File: src/hdl/bsg_params.svh
// Constants for the boot-stage input gate and completer
`ifndef BSG_PARAMS_SVH
`define BSG_PARAMS_SVH

// **********************************************************
// Handshake and sizing
// **********************************************************
`define BSG_PAT_A        8'h12
`define BSG_PAT_B        8'h9A
`define BSG_COUNTDOWN    16'h0040
`define BSG_FIFO_DEPTH   4
`define BSG_COMPLETER_ID 16'h0000

// **********************************************************
// Request header fields (first and second header words) and word positions
// **********************************************************
`define BSG_FMT_HI       31
`define BSG_FMT_LO       29
`define BSG_TYPE_HI      28
`define BSG_TYPE_LO      24
`define BSG_FMT_DATA     1
`define BSG_FMT_4DW      0
`define BSG_TYPE_MEM     5'h00
`define BSG_TYPE_IO      5'h02
`define BSG_TAG_LO       8
`define BSG_WC_ADDR3     3'h2
`define BSG_WC_ADDR4     3'h3
`define BSG_WC_HDR3      3'h3
`define BSG_WC_HDR4      3'h4
`define BSG_WC_MAX       3'h4

// **********************************************************
// Completion words
// **********************************************************
`define BSG_CPL_DW0      32'h4A000001
`define BSG_CPL_STATUS   4'h0
`define BSG_CPL_BCOUNT   12'h004
`define BSG_CPL_DATA     32'h00000000
`define BSG_CPL_LAST_IDX 2'h3

`endif

File: src/hdl/bsg_pkg.sv
// Types shared by the boot-stage gate, completer and bench
package bsg_pkg;

    // One stream word with its end-of-packet mark
    typedef struct packed {
        logic        last;
        logic [31:0] data;
    } bsg_word_type;

    // Critical core inputs held low until the second stage is up
    typedef struct packed {
        logic cfgMgmtRead;
        logic cfgMgmtWrite;
        logic cfgIntReq;
        logic cfgPowerReq;
        logic cfgErrReport;
    } bsg_crit_type;

    // Completer states
    typedef enum logic [1:0] {
        CMP_RECV = 2'b01,
        CMP_EMIT = 2'b10
    } bsg_cmp_state_type;

endpackage

File: src/hdl/bsg_fifo.sv
// Small register FIFO with registered flags
`timescale 1ns/1ps
`default_nettype none

module bsg_fifo #(
    parameter int unsigned WIDTH = 33,
    parameter int unsigned DEPTH = 4
) (
    // Clock and reset
    input  wire logic             clk,
    input  wire logic             reset_n,
    // Filling side
    input  wire logic [WIDTH-1:0] inData,
    input  wire logic             inValid,
    output logic                  inReady,
    // Draining side
    output logic [WIDTH-1:0]      outData,
    output logic                  outValid,
    input  wire logic             outReady
);
    localparam int unsigned PW = (DEPTH > 1) ? $clog2(DEPTH) : 1;
    localparam int unsigned CW = $clog2(DEPTH + 1);
    localparam logic [PW-1:0] LAST_PTR = PW'(DEPTH - 1);
    localparam logic [CW-1:0] FULL_CNT = CW'(DEPTH);

    logic [WIDTH-1:0] mem [DEPTH];
    logic [PW-1:0]    wrPtr_q;
    logic [PW-1:0]    rdPtr_q;
    logic [CW-1:0]    cnt_q;
    logic [CW-1:0]    cnt_d;
    wire logic        wrFire;
    wire logic        rdFire;

    // **********************************************************
    // Handshakes
    // **********************************************************
    assign wrFire  = inValid && inReady;
    assign rdFire  = outValid && outReady;
    assign outData = mem[rdPtr_q];
    assign cnt_d   = cnt_q + CW'(wrFire) - CW'(rdFire);

    // Storage has no reset; only valid entries are ever read
    always_ff @(posedge clk) begin
        if (wrFire) begin
            mem[wrPtr_q] <= inData;
        end
    end

    // Flags come from the next count, so they are exact; pointers step on each fire
    always_ff @(posedge clk or negedge reset_n) begin
        if (!reset_n) begin
            wrPtr_q  <= '0;
            rdPtr_q  <= '0;
            cnt_q    <= '0;
            inReady  <= 1'b0;
            outValid <= 1'b0;
        end else begin
            if (wrFire) begin
                wrPtr_q <= (wrPtr_q == LAST_PTR) ? '0 : wrPtr_q + 1'b1;
            end
            if (rdFire) begin
                rdPtr_q <= (rdPtr_q == LAST_PTR) ? '0 : rdPtr_q + 1'b1;
            end
            cnt_q    <= cnt_d;
            inReady  <= cnt_d < FULL_CNT;
            outValid <= cnt_d != '0;
        end
    end

endmodule

`default_nettype wire

File: src/hdl/bsg_gate_completer.sv
// First-stage boot logic: critical input gate and minimal completer
`timescale 1ns/1ps
`default_nettype none
`include "bsg_params.svh"

module bsg_gate_completer #(
    parameter int unsigned FIFO_DEPTH   = `BSG_FIFO_DEPTH,
    parameter logic [7:0]  PAT_A        = `BSG_PAT_A,
    parameter logic [7:0]  PAT_B        = `BSG_PAT_B,
    parameter logic [15:0] COUNTDOWN    = `BSG_COUNTDOWN,
    parameter logic [15:0] COMPLETER_ID = `BSG_COMPLETER_ID // arbitrary
) (
    // Clock and reset
    input  wire logic                  clk,
    input  wire logic                  reset_n,
    // Second-stage handshake
    input  wire logic [7:0]            stage2Pattern,
    output logic                       stage2Ready,
    // Critical inputs, user side and core side
    input  wire bsg_pkg::bsg_crit_type userCrit,
    output bsg_pkg::bsg_crit_type      coreCrit,
    // Requests received from the core
    input  wire bsg_pkg::bsg_word_type coreRxWord,
    input  wire logic                  coreRxValid,
    output logic                       coreRxReady,
    // Requests passed on to the user
    output bsg_pkg::bsg_word_type      userRxWord,
    output logic                       userRxValid,
    input  wire logic                  userRxReady,
    // Transmit words from the user
    input  wire bsg_pkg::bsg_word_type userTxWord,
    input  wire logic                  userTxValid,
    output logic                       userTxReady,
    // Transmit words to the core
    output bsg_pkg::bsg_word_type      coreTxWord,
    output logic                       coreTxValid,
    input  wire logic                  coreTxReady,
    // Internal configuration access port
    output logic [31:0]                cfgPortData,
    output logic                       cfgPortWrite
);
    import bsg_pkg::*;

    localparam int unsigned WW = $bits(bsg_word_type);

    // **********************************************************
    // Second-stage ready detector
    // **********************************************************
    logic [7:0]  patPrev_q;
    logic [15:0] down_q;
    logic        patGood_q;
    wire logic   patGood;

    // A pair of consecutive samples must be A then B or B then A
    assign patGood = (stage2Pattern == PAT_A && patPrev_q == PAT_B) ||
                     (stage2Pattern == PAT_B && patPrev_q == PAT_A);

    // Any break in the pattern restarts the countdown from the top
    always_ff @(posedge clk or negedge reset_n) begin
        if (!reset_n) begin
            patPrev_q   <= 8'h00;
            patGood_q   <= 1'b0;
            down_q      <= COUNTDOWN;
            stage2Ready <= 1'b0;
        end else begin
            patPrev_q <= stage2Pattern;
            patGood_q <= patGood;
            if (!patGood) begin
                down_q <= COUNTDOWN;
            end else if (down_q != 16'h0000) begin
                down_q <= down_q - 16'h0001;
            end
            if (patGood && down_q == 16'h0001) begin
                stage2Ready <= 1'b1;
            end
        end
    end

    // **********************************************************
    // Critical input muxes
    // **********************************************************
    // Held low while undriven second-stage nets may glitch
    always_ff @(posedge clk or negedge reset_n) begin
        if (!reset_n) begin
            coreCrit <= '0;
        end else begin
            coreCrit <= stage2Ready ? userCrit : '0;
        end
    end

    // **********************************************************
    // Receive holding register, shared by completer and user
    // **********************************************************
    bsg_cmp_state_type state_q;
    bsg_cmp_state_type state_d;
    logic              ownerUser_q;
    logic              holdValid_q;
    logic              holdValid_d;
    logic [2:0]        wc_q;
    logic              isRd_q;
    logic              isWr_q;
    logic              hdr4_q;
    logic [23:0]       reqTag_q;
    logic [6:0]        lowAddr_q;
    logic [1:0]        emitIdx_q;
    wire logic         take;
    wire logic         cmpTake;
    wire logic         consume;
    wire logic         handoff;
    wire logic         rdNow;
    wire logic         wrNow;
    wire logic         dataWord;
    wire logic [2:0]   fmt;
    wire logic [4:0]   tlpType;

    assign take     = coreRxValid && coreRxReady;
    assign cmpTake  = holdValid_q && !ownerUser_q && state_q == CMP_RECV;
    assign consume  = ownerUser_q ? (holdValid_q && userRxReady) : cmpTake;
    assign handoff  = stage2Ready && state_q == CMP_RECV && wc_q == 3'h0;
    assign fmt      = userRxWord.data[`BSG_FMT_HI:`BSG_FMT_LO];
    assign tlpType  = userRxWord.data[`BSG_TYPE_HI:`BSG_TYPE_LO];
    assign rdNow    = (wc_q == 3'h0) ? (!fmt[`BSG_FMT_DATA] &&
                      (tlpType == `BSG_TYPE_MEM || tlpType == `BSG_TYPE_IO))
                      : isRd_q;
    assign wrNow    = fmt[`BSG_FMT_DATA] && tlpType == `BSG_TYPE_MEM;
    assign dataWord = isWr_q &&
                      wc_q >= (hdr4_q ? `BSG_WC_HDR4 : `BSG_WC_HDR3);
    // Ready to the core only while the holder will be empty: half rate,
    // but no word is ever dropped by a registered ready
    assign holdValid_d = take ? 1'b1 : (consume ? 1'b0 : holdValid_q);

    // Holder and the user-facing copies of its state
    always_ff @(posedge clk or negedge reset_n) begin
        if (!reset_n) begin
            holdValid_q <= 1'b0;
            coreRxReady <= 1'b0;
            userRxValid <= 1'b0;
            userRxWord  <= '0;
            ownerUser_q <= 1'b0;
        end else begin
            holdValid_q <= holdValid_d;
            coreRxReady <= !holdValid_d;
            userRxValid <= holdValid_d && (ownerUser_q || handoff);
            if (take) begin
                userRxWord <= coreRxWord;
            end
            if (handoff) begin
                ownerUser_q <= 1'b1;
            end
        end
    end

    // **********************************************************
    // First-stage completer
    // **********************************************************
    wire logic         fifoInReady;
    wire logic         push;
    bsg_word_type      cplWord;

    assign push = state_q == CMP_EMIT;
    // Completion: header, success status, echoed ID and tag, zero data
    assign cplWord.last = emitIdx_q == `BSG_CPL_LAST_IDX;
    assign cplWord.data =
        (emitIdx_q == 2'h0) ? `BSG_CPL_DW0 :
        (emitIdx_q == 2'h1) ? {COMPLETER_ID, `BSG_CPL_STATUS,
                               `BSG_CPL_BCOUNT} :
        (emitIdx_q == 2'h2) ? {reqTag_q, 1'b0, lowAddr_q} :
                              `BSG_CPL_DATA;

    // Reads go to EMIT at their last word; all else stays in RECV and gets no completion
    always_comb begin
        state_d = state_q;
        unique case (state_q)
            CMP_RECV: begin
                if (cmpTake && userRxWord.last && rdNow) begin
                    state_d = CMP_EMIT;
                end
            end
            CMP_EMIT: begin
                if (fifoInReady && emitIdx_q == `BSG_CPL_LAST_IDX) begin
                    state_d = CMP_RECV;
                end
            end
            default: state_d = CMP_RECV;
        endcase
    end

    // Header capture, word count and config-port writes
    always_ff @(posedge clk or negedge reset_n) begin
        if (!reset_n) begin
            state_q      <= CMP_RECV;
            wc_q         <= 3'h0;
            isRd_q       <= 1'b0;
            isWr_q       <= 1'b0;
            hdr4_q       <= 1'b0;
            reqTag_q     <= '0;
            lowAddr_q    <= '0;
            emitIdx_q    <= 2'h0;
            cfgPortData  <= '0;
            cfgPortWrite <= 1'b0;
        end else begin
            state_q      <= state_d;
            cfgPortWrite <= cmpTake && dataWord;
            if (cmpTake) begin
                if (wc_q == 3'h0) begin
                    isRd_q <= rdNow;
                    isWr_q <= wrNow;
                    hdr4_q <= fmt[`BSG_FMT_4DW];
                end
                if (wc_q == 3'h1) begin
                    reqTag_q <= userRxWord.data[31:`BSG_TAG_LO];
                end
                if (wc_q == (hdr4_q ? `BSG_WC_ADDR4 : `BSG_WC_ADDR3)) begin
                    lowAddr_q <= userRxWord.data[6:0];
                end
                if (dataWord) begin
                    cfgPortData <= userRxWord.data;
                end
                wc_q <= userRxWord.last ? 3'h0 :
                        (wc_q == `BSG_WC_MAX ? wc_q : wc_q + 3'h1);
            end
            if (push && fifoInReady) begin
                emitIdx_q <= emitIdx_q + 2'h1;
            end
        end
    end

    // **********************************************************
    // Transmit FIFO and output stage
    // **********************************************************
    bsg_word_type fifoInWord;
    bsg_word_type fifoOutWord;
    wire logic    fifoInValid;
    wire logic    fifoOutValid;
    wire logic    pop;

    // User transmit is ignored until handoff, like the gated inputs
    assign fifoInValid = ownerUser_q ? userTxValid : push;
    assign fifoInWord  = ownerUser_q ? userTxWord : cplWord;
    assign userTxReady = fifoInReady;
    assign pop         = fifoOutValid && (!coreTxValid || coreTxReady);

    bsg_fifo #(
        .WIDTH (WW),
        .DEPTH (FIFO_DEPTH)
    ) txFifo (
        .clk      (clk),
        .reset_n  (reset_n),
        .inData   (fifoInWord),
        .inValid  (fifoInValid),
        .inReady  (fifoInReady),
        .outData  (fifoOutWord),
        .outValid (fifoOutValid),
        .outReady (pop)
    );

    // Output register stage keeps the core side driven by flops
    always_ff @(posedge clk or negedge reset_n) begin
        if (!reset_n) begin
            coreTxValid <= 1'b0;
            coreTxWord  <= '0;
        end else begin
            if (pop) begin
                coreTxValid <= 1'b1;
                coreTxWord  <= fifoOutWord;
            end else if (coreTxReady) begin
                coreTxValid <= 1'b0;
            end
        end
    end
endmodule

`default_nettype wire

File: config.mk
export PLATFORM = sky130hd
export DESIGN_NAME = bsg_gate_completer
export DESIGN_NICKNAME = d
export VERILOG_FILES = /design/src/hdl/bsg_pkg.sv /design/src/hdl/bsg_fifo.sv /design/src/hdl/bsg_gate_completer.sv
export VERILOG_INCLUDE_DIRS = /design/src /design/src/hdl
export SDC_FILE = /design/constraint.sdc
export NUM_CORES = 1
export LEC_CHECK = 0
export BUFFER_PORTS_ARGS = -buffer_cell sky130_fd_sc_hd__buf_2
export CAP_MARGIN = 5
export CORE_UTILIZATION = 40
export CTS_BUF_LIST = sky130_fd_sc_hd__clkbuf_8
export CTS_CLUSTER_DIAMETER = 40
export DETAILED_ROUTE_END_ITERATION = 10
export PLACE_DENSITY = 0.62
export SYNTH_ARGS = -nofsm -noshare
export SYNTH_HDL_FRONTEND = slang
export SYNTH_SLANG_ARGS = --single-unit
File: constraint.sdc
create_clock -name clk -period 3.4 [get_ports clk]
set_input_delay 0.34 -clock clk [delete_from_list [all_inputs] [get_ports clk]]
set_output_delay 0.34 -clock clk [all_outputs]
set_load 0.02 [all_outputs]
**Word level (Yosys, flattened, before mapping)**

Memory sizes are Yosys's and may differ from the RTL's. A register that Yosys moved wholly into a read port is not among the register bits.
Index checks and enable logic that the tools add are counted.

- Register bits: 151
- RAM bits: 132
- Bits of input ports: 85
- Memories kept: 1

Memory list:

| name | words | bits a word | read ports | clocked after memory_dff | wr ports | RTL line | RTL |
|---|---|---|---|---|---|---|---|
| txFifo.mem | 4 | 33 | 1 | 1 | 1 | bsg_fifo.sv:26 | `logic [WIDTH-1:0] mem [DEPTH];` |

- Add/sub/neg operators: 7
- Order comparisons: 2
- Eq/ne operators: 20
- Muxes and demuxes: 25
- Reductions and logical operators: 42

Operator list:

| operator | number |
|---|---|
| $mux 32 | 3 |
| $mux 33 | 1 |
| $mux 16 | 2 |
| $logic_and 1x1->1 | 21 |
| $eq 16x1->1 const B | 1 |
| $eq 8x5->1 const B | 2 |
| $eq 8x8->1 const B | 2 |
| $reduce_bool 16->1 | 1 |
| $sub 16x1->16 const B | 1 |
| $reduce_and 2->1 | 6 |
| $eq 2x2->1 const B | 5 |
| $mux 1 | 10 |
| $mux 3 | 3 |
| $mux 2 | 4 |
| $add 2x1->2 const B | 3 |
| $ne 2x1->1 const B | 3 |
| $eq 5x2->1 const B | 1 |
| $logic_not 1->1 | 5 |
| $logic_not 5->1 | 1 |
| $mux 5 | 1 |
| $eq 2x1->1 const B | 2 |
| $logic_or 1x1->1 | 4 |
| $pmux 2 s2 | 1 |
| $add 3x1->3 | 1 |
| other kinds (12) | 12 |

**Longest topological paths before layout**

- Word-level depth: 7
- Depth in mapped cells: 13
- Gate-level depth less buffers: 12

**Cells and area by module**

Synthesis repeated with hierarchy kept, for this count alone.

- Cells, all modules: 737
- Area total of the unflattened synthesis: 12579.6 sq um

By module, submodules not included:

| module | instances | cells each | area each (sq um) |
|---|---|---|---|
| bsg_gate_completer | 1 | 525 | 7287.0 |
| bsg_fifo | 1 | 212 | 5292.6 |

**Least setup slack after synthesis**

OpenSTA, ideal clock, no wires.

- Path kind: reg-to-reg
- Start: reg coreTxValid
- End: reg txFifo.outValid
- Arrival time: 2.704 ns
- Path slack: 0.565 ns
- Cell stages (with the launch flop): 14
- Path buffers: 1
- Clock period less this slack: 2.835 ns
- Path through: dfrtp_1 > nand2b_1 > nand2_1 > clkbuf_1 > inv_1 > ha_1 > inv_1 > ha_1 > inv_1 > fa_1 > xor2_1 > xnor2_1 > inv_1 > or3_1

- Longest elaborated chain between the ends: 6

RTL lines:

| item | RTL line | RTL |
|---|---|---|
| start, declared | bsg_gate_completer.sv:36 | `output logic coreTxValid,` |
| start signal, assigned | bsg_gate_completer.sv:260 | `coreTxValid <= 1'b0;` |
| start signal, assigned | bsg_gate_completer.sv:264 | `coreTxValid <= 1'b1;` |
| start signal, assigned | bsg_gate_completer.sv:267 | `coreTxValid <= 1'b0;` |
| $logic_not 1->1 | bsg_gate_completer.sv:241 | `assign pop = fifoOutValid && (!coreTxValid \|\| coreTxReady);` |
| $logic_or 1x1->1 | bsg_gate_completer.sv:241 |  |
| $logic_and 1x1->1 | bsg_gate_completer.sv:241 |  |
| via pop | bsg_gate_completer.sv:235 | `wire logic pop;` |
| $logic_and 1x1->1 | bsg_fifo.sv:38 | `assign rdFire = outValid && outReady;` |
| $sub 3x1->3 | bsg_fifo.sv:40 | `assign cnt_d = cnt_q + CW'(wrFire) - CW'(rdFire);` |
| via txFifo.cnt_d[2] | bsg_fifo.sv:30 | `logic [CW-1:0] cnt_d;` |
| $reduce_bool 3->1 | bsg_fifo.sv:66 | `outValid <= cnt_d != '0;` |
| end signal, assigned | bsg_fifo.sv:56 | `outValid <= 1'b0;` |
| end signal, assigned | bsg_fifo.sv:66 |  |
| end, declared | bsg_fifo.sv:18 | `output logic outValid,` |

The timed path passes the listed nets, and every way through them passes these cells.
A chain may end at the register's enable or synchronous reset.

**Worst setup path in the final report**

- Start: reg state_q[1]
- End: reg txFifo.outValid

- Longest elaborated chain between the ends: 6

RTL lines:

| item | RTL line | RTL |
|---|---|---|
| start, declared | bsg_gate_completer.sv:94 | `bsg_cmp_state_type state_q;` |
| start signal, assigned | bsg_gate_completer.sv:202 | `state_q <= state_d;` |
| $eq 2x2->1 | bsg_gate_completer.sv:160 | `assign push = state_q == CMP_EMIT;` |
| $mux 1 | bsg_gate_completer.sv:238 | `assign fifoInValid = ownerUser_q ? userTxValid : push;` |
| $logic_and 1x1->1 | bsg_fifo.sv:37 | `assign wrFire = inValid && inReady;` |
| $add 3x1->3 | bsg_fifo.sv:40 |  |
| $sub 3x1->3 | bsg_fifo.sv:40 |  |
| via txFifo.cnt_d[2] | bsg_fifo.sv:30 |  |
| $reduce_bool 3->1 | bsg_fifo.sv:66 |  |

The timed path passes the listed nets, and every way through them passes these cells.

==> results.json <==
{
  "dpl_cell_area_um2": 14100,
  "syn-cell-area_um2": 12500,
  "end_kind": "flip-flop",
  "synth_top_area_share_pct": 36.3,
  "gr-total-overflow": 0,
  "fp.dieW_um": 179,
  "ant_nets": 0,
  "rsz0062_at_grt": "false",
  "criticalPathCategory": "flip-flop to flip-flop",
  "pre_cts_ws_ps": 752,
  "crit_required_ps": 3850,
  "cp_data_arrival_time_ps": 3040,
  "fmax_ghz": 0.386,
  "dominantRegCellSynth": "dfrtp_1",
  "crit_chain": "nor2b_1, mux2i_1, nor2b_1, ha_1, inv_1, fa_1, xor2_1, xnor2_1, inv_1, or3_1",
  "slew_headroom_pct": 36.2,
  "cts_tree": "yes",
  "crit_fanout": 7,
  "die-area_um2": 32000,
  "ios": 194,
  "portBuffers": 193,
  "path_clk_slew_ps": 60,
  "final_cell_mix": "buf_2, dfrtp_1, mux2_2",
  "skew_ps": 23.3,
  "clkLatencyLatePin_ps": 570,
  "cts_max_level": 2,
  "grt_start_max_net_pins": 71,
  "cpMaxStageDelayCell": "dfrtp_1",
  "nNetsFinal": 1127,
  "cts-buffers-inserted": 52,
  "drt_first_pass_iters": 4,
  "finalWeightedCongestion": 0.789,
  "gr-usage-all-layers_pct": 17.4,
  "tightest_slew_ps": 953,
  "antenna_found_initial": 1,
  "drtIter0Drc": 355,
  "vias_per_cell": 5.03,
  "final_common_cell": "buf_2",
  "grt_pass1_wl_um": 42600,
  "fin_area_um2": 15600,
  "synth_nets": 845,
  "power_density_nw_per_um2": 677,
  "hold_path.class": "input pin to flip-flop",
  "cts_setup_buffers": 0,
  "finalHoldViolations": 0,
  "wl_per_cell_um": 18.6,
  "max_stage_delay_ps": 380,
  "fin_setup_tns_ps": 0,
  "ys_async_sr_fraction_pct": 58.2,
  "synth_top_cell_by_area": "dfrtp_1",
  "crit_buf_inv": 2,
  "cts_root_buf": "clkbuf_8",
  "path_delay_family": "simple AND/OR/NAND/NOR gates",
  "synthTopCellsByArea": "dfrtp_1, edfxtp_1, mux2_2",
  "startpoint_type": "flip-flop",
  "drive_above_1_share_pct": 43.4,
  "setup_viol": 0,
  "core_um2": 30700,
  "synth_seq_cells": 316,
  "die_h_um": 179,
  "syn_inst": 740,
  "cts_buffer_depth": 3,
  "rows": 64,
  "dpl.hpwl_um": 17800,
  "cts_sinks": 316,
  "synth.distinct_cells": 60,
  "slew_viol_final": 0,
  "syn_area_per_cell_um2": 16.9,
  "grt_pass1_vias": 7651,
  "initial_utilization_pct": 40.9,
  "yosys_warnings": 0,
  "vias": 7350,
  "cap_violations": 0,
  "post-route-period-util_pct": 76.2,
  "wl_um": 27200,
  "finalWorstSetupSlack_ps": 810,
  "area_delta_synth_final_pct": 24.2,
  "drc": 0,
  "leakagePower_nw": 6.82,
  "fin_crit_ps": 2590,
  "peakVddDrop_uv": 292,
  "yosysSeqAreaShare_pct": 68.4,
  "status": "completed",
  "total_power_w": 0.0105,
  "synth-edff-count": 132
}
## where the power goes
part	internal [W]	total (W)	switching (W)	leakage, nW
Clock	0.00177	0.00324	0.00146	0.627
Sequential	0.00460	0.00498	0.000377	3.53
Combinational	0.00111	0.00232	0.00122	2.66
## area by class of cell
type                    count  area, um2
repair buffers            259       1600
diodes                      2       5.00
inverters                  22       82.6
multi-input cells         371       3780
clock inverters            39        246
flip-flops and latches    316       8570
fillers                  2644      15100
well taps                 396        495
clock buffers              57        785
## per-stage QoR
stage / hold slack [ps] / cells / utilization, %
CTS: 1.54 / 1460 / 50.7
detailed placement: 414 / 1318 / 45.9
global placement: 409 / 1318 / 45.9
finish: 35.6 / 1462 / 50.7
floorplan: 44.4 / 740 / -
global route: 4.63 / 1461 / 50.7
## registers in the layout, summed over array words and instances (netlist names), 3 cells and up
signal        cells
txFifo.cnt_q      3
coreCrit          5
coreTxWord       33
patPrev_q         8
userRxWord       33
reqTag_q         24
wc_q              3
cfgPortData      32
txFifo.mem      132
lowAddr_q         7
down_q           16
## kinds of logic after synthesis
group                    synth area share, %
AO/OA/AOI/OAI                           4.44
XOR/XNOR                               0.419
adder cells (fa/ha/maj)                 2.06
buffers and inverters                   1.71
flip-flops                              68.4
multiplexers                            18.5
AND/OR/NAND/NOR                         4.52
## per-layer routing
metal	global-route usage, %	vias up	part of all wire [%]
li1	-	3388	-
met1	23.3	3745	45
met2	29.0	174	49
met3	3.05	43	4.1
met4	4.94	0	1.6
met5	0	-	0
## worst paths after layout
kind	from	to	slack, ps	depth (start not counted)
setup / recovery	state_q[1]$_DFFE_PN0P_	txFifo.outValid$_DFF_PN0_	810	10
setup reg to reg	state_q[1]$_DFFE_PN0P_	txFifo.outValid$_DFF_PN0_	810	10
min in group asynchronous	reset_n	coreTxWord[4]$_DFFE_PN0P_	330	2
hold reg to reg	txFifo.cnt_q[2]$_DFF_PN0_	txFifo.inReady$_DFF_PN0_	480	1
hold / removal	coreRxWord[19]	userRxWord[19]$_DFFE_PN0P_	40	2
max in group asynchronous	reset_n	down_q[6]$_DFFE_PN1P_	2150	3
## Yosys cell counts (all sizes together), types with 7 or more instances
| library cell | count |
|---|---|
| buf | 13 |
| a21oi | 16 |
| o21ai | 7 |
| mux4 | 33 |
| dfrtp | 182 |
| nand2 | 25 |
| ha | 19 |
| and2 | 11 |
| nor2 | 16 |
| mux2 | 136 |
| inv | 22 |
| edfxtp | 132 |
| a22o | 26 |
| nor4 | 7 |
| clkbuf | 18 |
## what timing repair did
item / in CTS / in global routing
endpoints found under the setup margin: 0 / 0
hold buffers: 46 / 0
hold endpoints to repair: 111 / 0
gates resized for setup: 0 / 0
(Power assumes the default switching activity.)
